--- config.mk ---
export PLATFORM = sky130hd
export DESIGN_NAME = lvd_ctrl
export DESIGN_NICKNAME = d
export VERILOG_FILES = /design/src/verilog/lvd_apb_slave.v /design/src/verilog/lvd_sense_filter.v /design/src/verilog/lvd_ctrl.v
export VERILOG_INCLUDE_DIRS = /design/src /design/src/verilog
export SDC_FILE = /design/constraint.sdc
export NUM_CORES = 1
export LEC_CHECK = 0
export ABC_CLOCK_PERIOD_IN_PS = 1750
export BUFFER_PORTS_ARGS = -buffer_cell sky130_fd_sc_hd__buf_2
export CAP_MARGIN = 30
export CORE_ASPECT_RATIO = 1.25
export CORE_MARGIN = 3
export CORE_UTILIZATION = 50
export DETAILED_ROUTE_END_ITERATION = 10
export MAX_ROUTING_LAYER = met4
export PLACE_DENSITY = 0.78
export SYNTH_ARGS = -nofsm -noshare
export SYNTH_HDL_FRONTEND = slang
export SYNTH_HIERARCHICAL = 1
export SYNTH_SLANG_ARGS = --single-unit
--- constraint.sdc ---
create_clock -name clk_sys_i -period 1.75 [get_ports clk_sys_i]
set_input_delay 0.2625 -clock clk_sys_i [delete_from_list [all_inputs] [get_ports clk_sys_i]]
set_output_delay 0.2625 -clock clk_sys_i [all_outputs]
set_load 0.02 [all_outputs]
--- src/verilog/lvd_map.vh ---
`ifndef LVD_MAP_VH
`define LVD_MAP_VH

// register byte offsets
`define LVD_CTRL_OFF 12'h000
`define LVD_IRQ_STAT_OFF 12'h004
`define LVD_IRQ_MASK_OFF 12'h008
`define LVD_PIN_STAT_OFF 12'h00C

// control register fields
`define LVD_RESULT_BIT 0
`define LVD_RSTMODE_BIT 1
`define LVD_SRCSEL_BIT 2
`define LVD_ENABLE_BIT 7

// reset values
`define LVD_CTRL_RST 8'h00
`define LVD_MASK_RST 2'h3

// irq status bits
`define LVD_IRQ_DETECT_BIT 0
`define LVD_IRQ_RECOVER_BIT 1

// timing
`define LVD_CLK_MHZ 100
`define LVD_STAB_US 10
`define LVD_PULSE_US 200
`define LVD_STAB_CYC (`LVD_STAB_US * `LVD_CLK_MHZ)
`define LVD_PULSE_CYC (`LVD_PULSE_US * `LVD_CLK_MHZ)

`endif

--- src/verilog/lvd_apb_slave.v ---
`timescale 1ns/1ps
`include "lvd_map.vh"

module lvd_apb_slave (
    input wire clk_sys_i,
    input wire rstn_i,
    input wire psel_i,
    input wire penable_i,
    input wire pwrite_i,
    input wire [11:0] paddr_i,
    input wire [31:0] pwdata_i,
    input wire [31:0] rd_word_i,
    output reg pready_o,
    output reg pslverr_o,
    output reg [31:0] prdata_o,
    output wire wr_stb_o,
    output wire rd_hit_o,
    output wire [11:0] addr_o
);
    // every access is answered in its second access cycle, after one wait state
    wire access;
    wire mapped;
    assign access = psel_i & penable_i & ~pready_o;
    assign mapped = (paddr_i == `LVD_CTRL_OFF) | (paddr_i == `LVD_IRQ_STAT_OFF) |
                    (paddr_i == `LVD_IRQ_MASK_OFF) | (paddr_i == `LVD_PIN_STAT_OFF);
    assign wr_stb_o = access & pwrite_i & mapped;
    assign rd_hit_o = access & ~pwrite_i;
    assign addr_o = paddr_i;

    always @(posedge clk_sys_i) begin
        if (!rstn_i) begin
            pready_o <= 1'b0;
            pslverr_o <= 1'b0;
            prdata_o <= 32'h00000000;
        end else begin
            pready_o <= access;
            pslverr_o <= access & ~mapped;
            if (rd_hit_o) begin
                prdata_o <= mapped ? rd_word_i : 32'h00000000;
            end
        end
    end
endmodule // lvd_apb_slave

--- src/verilog/lvd_sense_filter.v ---
`timescale 1ns/1ps
`include "lvd_map.vh"

module lvd_sense_filter #(
    parameter STAB_CYC = `LVD_STAB_CYC,
    parameter PULSE_CYC = `LVD_PULSE_CYC
) (
    input wire clk_sys_i,
    input wire rstn_i,
    input wire enable_i,
    input wire below_i,
    output reg valid_o,
    output reg below_o
);
    // result held invalid while the comparator settles, then level must persist
    reg [15:0] stab_cnt_ff;
    reg [15:0] hold_cnt_ff;
    wire [15:0] stab_lim;
    wire [15:0] pulse_lim;
    assign stab_lim = STAB_CYC[15:0];
    assign pulse_lim = PULSE_CYC[15:0];

    always @(posedge clk_sys_i) begin
        if (!rstn_i) begin
            stab_cnt_ff <= 16'h0000;
            hold_cnt_ff <= 16'h0000;
            valid_o <= 1'b0;
            below_o <= 1'b0;
        end else if (!enable_i) begin
            stab_cnt_ff <= 16'h0000;
            hold_cnt_ff <= 16'h0000;
            valid_o <= 1'b0;
            below_o <= 1'b0;
        end else if (!valid_o) begin
            stab_cnt_ff <= stab_cnt_ff + 16'h0001;
            if (stab_cnt_ff >= stab_lim - 16'h0001) begin
                valid_o <= 1'b1;
                below_o <= below_i;
            end
        end else if (below_i == below_o) begin
            hold_cnt_ff <= 16'h0000;
        end else if (hold_cnt_ff >= pulse_lim - 16'h0001) begin
            below_o <= below_i;
            hold_cnt_ff <= 16'h0000;
        end else begin
            hold_cnt_ff <= hold_cnt_ff + 16'h0001;
        end
    end
endmodule // lvd_sense_filter

--- src/verilog/lvd_ctrl.v ---
`timescale 1ns/1ps
`include "lvd_map.vh"

// Function
// - control bit 2 set selects the external sense pin as the compared level.
// - control bit 7 set enables detection, written after the source select.
// - control bit 0 reports the comparison result, polled until the pin is at or above threshold.
// - with reset mode set, the block asserts internal reset when the pin falls to threshold.
// - with the mask and reset mode clear, the detector interrupt may fire once STAB_CYC settling cycles after the enable write have passed.
// - setting reset mode while the pin is above threshold does not cause a reset.
module lvd_ctrl #(
    parameter STAB_CYC = `LVD_STAB_CYC,
    parameter PULSE_CYC = `LVD_PULSE_CYC
) (
    input wire clk_sys_i,
    input wire rstn_i,
    input wire psel_i,
    input wire penable_i,
    input wire pwrite_i,
    input wire [11:0] paddr_i,
    input wire [31:0] pwdata_i,
    output wire pready_o,
    output wire pslverr_o,
    output wire [31:0] prdata_o,
    input wire ext_below_i,
    input wire supply_below_i,
    output reg external_sense_select_o,
    output reg detector_enable_o,
    output reg irq_o,
    output reg internal_reset_o
);
    reg detect_source_select_ff;
    reg detector_enable_ff;
    reg reset_mode_select_ff;
    reg [1:0] irq_stat_ff;
    reg [1:0] irq_mask_ff;
    reg prev_below_ff;
    reg [31:0] rd_word;
    reg [1:0] nxt_irq_stat;
    wire wr_stb;
    wire [11:0] addr;
    wire flt_valid;
    wire flt_below;
    wire cmp_below;
    wire result_flag;
    wire fall_evt;
    wire rise_evt;

    lvd_apb_slave u_apb (
        .clk_sys_i(clk_sys_i),
        .rstn_i(rstn_i),
        .psel_i(psel_i),
        .penable_i(penable_i),
        .pwrite_i(pwrite_i),
        .paddr_i(paddr_i),
        .pwdata_i(pwdata_i),
        .rd_word_i(rd_word),
        .pready_o(pready_o),
        .pslverr_o(pslverr_o),
        .prdata_o(prdata_o),
        .wr_stb_o(wr_stb),
        .rd_hit_o(),
        .addr_o(addr)
    );

    assign cmp_below = detect_source_select_ff ? ext_below_i : supply_below_i;

    lvd_sense_filter #(
        .STAB_CYC(STAB_CYC),
        .PULSE_CYC(PULSE_CYC)
    ) u_flt (
        .clk_sys_i(clk_sys_i),
        .rstn_i(rstn_i),
        .enable_i(detector_enable_ff),
        .below_i(cmp_below),
        .valid_o(flt_valid),
        .below_o(flt_below)
    );

    // flag high means below threshold; reads 0 once level is at or above it
    assign result_flag = detector_enable_ff & flt_valid & flt_below;
    // edges only after settling, so a fresh enable with a good level stays quiet
    assign fall_evt = flt_valid & flt_below & ~prev_below_ff;
    assign rise_evt = flt_valid & ~flt_below & prev_below_ff;

    always @* begin
        rd_word = 32'h00000000;
        case (addr)
            `LVD_CTRL_OFF: begin
                rd_word[`LVD_RESULT_BIT] = result_flag;
                rd_word[`LVD_RSTMODE_BIT] = reset_mode_select_ff;
                rd_word[`LVD_SRCSEL_BIT] = detect_source_select_ff;
                rd_word[`LVD_ENABLE_BIT] = detector_enable_ff;
            end
            `LVD_IRQ_STAT_OFF: rd_word[1:0] = irq_stat_ff;
            `LVD_IRQ_MASK_OFF: rd_word[1:0] = irq_mask_ff;
            `LVD_PIN_STAT_OFF: begin
                rd_word[0] = ext_below_i;
                rd_word[1] = supply_below_i;
                rd_word[2] = flt_valid;
            end
            default: rd_word = 32'h00000000;
        endcase
    end

    always @* begin
        nxt_irq_stat = irq_stat_ff;
        if (wr_stb && addr == `LVD_IRQ_STAT_OFF) begin
            nxt_irq_stat = irq_stat_ff & ~pwdata_i[1:0];
        end
        // set beats a same-cycle clear
        if (fall_evt && detector_enable_ff && !reset_mode_select_ff) begin
            nxt_irq_stat[`LVD_IRQ_DETECT_BIT] = 1'b1;
        end
        if (rise_evt && detector_enable_ff) begin
            nxt_irq_stat[`LVD_IRQ_RECOVER_BIT] = 1'b1;
        end
    end

    always @(posedge clk_sys_i) begin
        if (!rstn_i) begin
            detect_source_select_ff <= 1'b0;
            detector_enable_ff <= 1'b0;
            reset_mode_select_ff <= 1'b0;
            irq_stat_ff <= 2'h0;
            irq_mask_ff <= `LVD_MASK_RST;
            prev_below_ff <= 1'b0;
            external_sense_select_o <= 1'b0;
            detector_enable_o <= 1'b0;
            irq_o <= 1'b0;
            internal_reset_o <= 1'b0;
        end else begin
            if (wr_stb && addr == `LVD_CTRL_OFF) begin
                detect_source_select_ff <= pwdata_i[`LVD_SRCSEL_BIT];
                detector_enable_ff <= pwdata_i[`LVD_ENABLE_BIT];
                reset_mode_select_ff <= pwdata_i[`LVD_RSTMODE_BIT];
            end
            if (wr_stb && addr == `LVD_IRQ_MASK_OFF) begin
                irq_mask_ff <= pwdata_i[1:0];
            end
            irq_stat_ff <= nxt_irq_stat;
            prev_below_ff <= flt_valid & flt_below;
            external_sense_select_o <= detect_source_select_ff;
            detector_enable_o <= detector_enable_ff;
            irq_o <= |(nxt_irq_stat & ~irq_mask_ff);
            // reset only on a fall to threshold, never from mode set alone
            internal_reset_o <= fall_evt & detector_enable_ff & reset_mode_select_ff;
        end
    end
endmodule // lvd_ctrl

# Word level (Yosys, flattened, before mapping)
# Cells that the tools add are included.
[totals]
input_bits = 51
output_inout_bits = 38
ff_bits = 80
elab_cells = 81
[classes]
bitwise = 26
muxes = 16
eq_ne = 6
n_reduce_logical = 12
n_lt_le_gt_ge = 2
addsub = 2
[ops]
columns = ["op", "n"]
rows = [
  ["16-bit by 1-bit adder with 16-bit output, second input constant", 2],
  ["16-bit 2-to-1 mux", 2],
  ["12-bit by 4-bit equality test with 1-bit output, second input constant", 2],
  ["16-bit by 10-bit greater-or-equal comparator with 1-bit output, second input constant", 1],
  ["16-bit by 15-bit greater-or-equal comparator with 1-bit output, second input constant", 1],
  ["1-bit AND", 14],
  ["12-bit by 3-bit equality test with 1-bit output, second input constant", 1],
  ["12-bit logical NOT", 1],
  ["1-bit 2-to-1 mux", 10],
  ["8-bit 2-to-1 mux", 1],
  ["2-bit case mux with 4 select lines", 1],
  ["1-bit logical AND", 6],
  ["1-bit inverter", 5],
  ["2-bit AND", 2],
  ["2-bit inequality test, second input constant", 2],
  ["2-bit inverter", 2],
  ["1-bit OR", 3],
  ["3-bit AND reduction", 1],
  ["2-bit 2-to-1 mux", 1],
  ["1-bit case mux with 2 select lines", 1],
  ["2-bit AND reduction", 1],
  ["2-bit nonzero test", 1],
  ["2-bit OR reduction", 1],
  ["1-bit equality test", 1],
  ["1-bit logical NOT", 1],
]

# Logic depth before layout (Yosys ltp)
[depth]
ltp_word = 10
ltp_mapped = 7
mapped_depth_nobuf = 7

# By module
# Netlist, hierarchy kept.
[modules_own_cells]
columns = ["mod", "instances", "seq_area_each_um2", "cells_per_inst", "area_each_um2"]
rows = [
  ["lvd_sense_filter", 1, 680.7, 203, 1665.3],
  ["lvd_apb_slave", 1, 680.7, 167, 1596.5],
  ["lvd_ctrl", 1, 240.2, 69, 629.4],
]

# Worst setup path after synthesis
# OpenSTA, ideal clock, no wires.
[synth_timing]
path_kind = "register -> register"
from = "register detect_source_select_ff"
to = "register u_flt.hold_cnt_ff[12]"
n_path_buf = 0
arrival_ps = 1576
slack_ps = 100
synth_period_minus_slack_ps = 1650
required_ps = 1676
setup_ps = 74
stages_incl_launch_ff = 6
cell_sequence = "dfxtp_1 > mux2_2 > xnor2_1 > nor3_2 > or3b_1 > a31oi_1"
[synth_via]
elab_chain_len = 3
[synth_rtl]
columns = ["element", "line", "text"]
rows = [
  ["start, declared", "lvd_ctrl.v:32", "reg detect_source_select_ff;"],
  ["start signal, assigned", "lvd_ctrl.v:134", "detect_source_select_ff <= pwdata_i[`LVD_SRCSEL_BIT];"],
  ["1-bit 2-to-1 mux", "lvd_ctrl.v:66", "assign cmp_below = detect_source_select_ff ? ext_below_i : supply_below_i;"],
  ["via cmp_below", "lvd_ctrl.v:44", "wire cmp_below;"],
  ["1-bit equality test", "lvd_sense_filter.v:40", "end else if (below_i == below_o) begin"],
  ["16-bit 2-to-1 mux", "lvd_sense_filter.v:40", ""],
  ["end signal, assigned", "lvd_sense_filter.v:46", "hold_cnt_ff <= hold_cnt_ff + 16'h0001;"],
  ["end, declared", "lvd_sense_filter.v:17", "reg [15:0] hold_cnt_ff;"],
]
# The timed path passes the listed nets, and every way through them passes these cells.
# A chain may end at the register's enable or synchronous reset.

# Worst setup path after layout
# Same ends and word-level chain as after synthesis.

==> impl_metrics.yaml <==
timing:
  min_period_over_period_pct: 97.9
  min_period_ps: 1710
  hold_violations: 0
  report.final.slew_viol_count: 0
  max_freq_mhz: 584
  grt_setup_unrepaired: "true"
  skew_ps: 8.68
  fin_ws_ps: 36.4
  whs_ps: 155
  tns_ps: 0
  setup_violations: 0
cells_and_area:
  fillCellCount: 631
  multi_input_area_mm2: 0.00224
  final_cells: 632
  drive_gt1_share_pct: 31.3
  ff_latch_area_mm2: 0.00161
  nets: 588
  area.growth.synth_to_final_pct: 22.5
  antenna_cells: 0
drt:
  route.vias.total: 3354
  drt_iter0_drc: 161
  first_pass_iters: 4
  ant_nets: 0
  wire_per_inst_um: 13.7
  routed_wl_um: 8650
  via_per_inst: 5.31
  drc: 0
clocking:
  hold_buffers: 0
  cts_made_buffers: 9
  clock_sinks: 80
  path_clk_slew_ps: 90
  cts_buffer_depth: 2
  htree_levels: 3
  cts-root-buf: "clkbuf_8"
  cts_tree: "yes"
  insertion_delay_ps: 350
logic_synthesis:
  synth_edf_count: 0
  yosys.area.top_type_share_pct: 41.2
  synth_cell_types: 52
  seq_area_frac_synth_pct: 41.2
  yosys_warnings: 6
  ys.flop_type: "dfxtp_1"
  async_flop_share_pct: 0
  synth.avg_cell_area_um2: 8.86
  synth_area_leaders: "dfxtp_1, nand2_1, o22ai_2"
  synth_top_area_cell: "dfxtp_1"
  syn_inst: 439
  yosys_register_bits: 80
  synth_area_mm2: 0.00389
placement:
  place.gp.congestion: 0.876
  hpwlAfterDp_um: 6150
  dpl.cell_count: 612
  portBuffers: 60
  dp_slack_ps: -149
die:
  die_y_um: 105
  start_util_pct: 52.0
  rows: 35
  die_width_um: 84.9
  ios: 89
  die-area_mm2: 0.00888
  coreArea_mm2: 0.00749
global_routing:
  antenna_found_initial: 0
  first_global_vias: 3304
  grt_pass1_wl_um: 14600
  gr-total-overflow: 0
  grt_max_degree: 80
  grt.total_usage_pct: 20.3
power_and_ir_drop:
  power_density_mw_per_mm2: 687
  leakagePower_nw: 1.83
  ir_worst_vdd_mv: 0.436
worst_setup_path:
  critPathKind: "flop to flop"
  r2r_cells: 6
  cp-end-kind: "flop"
  cp-start-kind: "flop"
  worst-endpoint-required_ps: 2030
  worstPathMaxFanout: 4
  cp.arrival_ps: 1990
hold_path:
  hp-class: "input port to flop"
  worstHoldPathCells: 3
flow_run:
  maxCapViolations: 0
outcome:
  status: "complete, no violations"
cell usage in the layout, fill, tap and decap left out, drive strengths merged, types with 9 or more instances in the layout:
cell type / n
a21oi: 11
buf: 94
clkbuf: 9
conb: 28
dfxtp: 80
inv: 11
nand2: 102
nand3: 18
nand4: 13
nor2: 29
nor3: 11
nor4: 11
o21ai: 12
o22ai: 32
flip-flops by register name, indices dropped and copies added (netlist names):
name	count
detect_source_select_ff	1
u_apb/pready_o	1
detector_enable_ff	1
external_sense_select_o	1
u_flt/below_o	1
irq_o	1
u_flt/valid_o	1
internal_reset_o	1
u_flt/stab_cnt_ff	16
u_apb/prdata_o	32
irq_mask_ff	2
reset_mode_select_ff	1
detector_enable_o	1
irq_stat_ff	2
u_apb/pslverr_o	1
prev_below_ff	1
u_flt/hold_cnt_ff	16
what timing repair did:
action	4_1_cts	5_1_grt
hold endpoints to repair	0	0
resized for setup	6	19
endpoints found under the setup margin	14	12
pin swaps	2	9
setup buffers	0	3
cloned	0	1
synthesized netlist by cell type (4+ instances only):
cell / count
a21oi_1: 11
a31oi_1: 7
buf_2: 8
buf_4: 13
clkbuf_1: 12
dfxtp_1: 80
inv_1: 8
mux2i_1: 8
nand2_1: 102
nand3_1: 18
nand4_1: 10
nor2_1: 29
nor2b_1: 4
nor3_1: 7
nor3_2: 4
nor4_1: 6
nor4_4: 4
o21ai_0: 8
o21ai_1: 4
o22ai_2: 30
or3_1: 5
xnor2_1: 6
xor2_1: 6
layer usage:
layer | up-vias | track usage [%] | part of all wire (%)
li1 | 1707 | - | -
met1 | 1586 | 23.5 | 43
met2 | 48 | 34.9 | 52
met3 | 13 | 3.39 | 3.7
met4 | 0 | 7.35 | 1.6
met5 | - | - | 0
kinds of logic (layout without fill, tap and decap cells):
kind of cell | after synthesis | after routing | share of synthesized area, %
XOR/XNOR | 12 | 12 | 2.70
adder cells (fa/ha/maj) | 2 | 2 | 0.643
buffers and inverters | 44 | 118 | 6.33
flip-flops | 80 | 80 | 41.2
other | 1 | 28 | 0.0964
AND/OR/NAND/NOR | 212 | 212 | 28.6
AO/OA/AOI/OAI | 78 | 78 | 17.6
multiplexers | 10 | 10 | 2.93
stage by stage:
stage / power, mW / utilization, % / instance area (µm²)
floorplan: 1.99 / - / 3990
global placement: 2.03 / 59.3 / 4440
detailed placement: 2.03 / 59.3 / 4440
CTS: 3.29 / 62.2 / 4660
global route: 3.40 / 63.7 / 4770
finish: 3.28 / 63.7 / 4770
final timing paths:
| path | start | to | slack [ps] |
|---|---|---|---|
| worst max-delay path | detect_source_select_ff | u_flt/hold_cnt_ff[12] | 40 |
| worst min-delay path | pwdata_i[0] | irq_mask_ff[0] | 160 |
| worst max register to register | detect_source_select_ff | u_flt/hold_cnt_ff[12] | 40 |
| worst min register to register | u_apb/prdata_o[7] | u_apb/prdata_o[7] | 490 |
power by group:
group,internal (mW),total (mW),switching (mW)
sequential,1.82,1.82,0.000839
clock,0.542,1.29,0.743
combinational,0.0655,0.172,0.107
total,2.43,3.28,0.851
cell type report:
type	instances	area share, %
Clock inverter	7	1.31
Sequential cell	80	33.8
Inverter	8	0.630
Multi-Input combinational cell	342	46.9
Tap cell	92	2.41
Timing Repair Buffer	94	12.3
Clock buffer	9	2.60
critical path: stages, from the launching register on:
cell and delay [ps]:
dfxtp_2 340, mux2_4 330, xnor2_4 150, nor3_4 220
buf_6 130, or3b_1 340, a31oi_1 130
No activity file was read; power rests on OpenSTA's default activity.
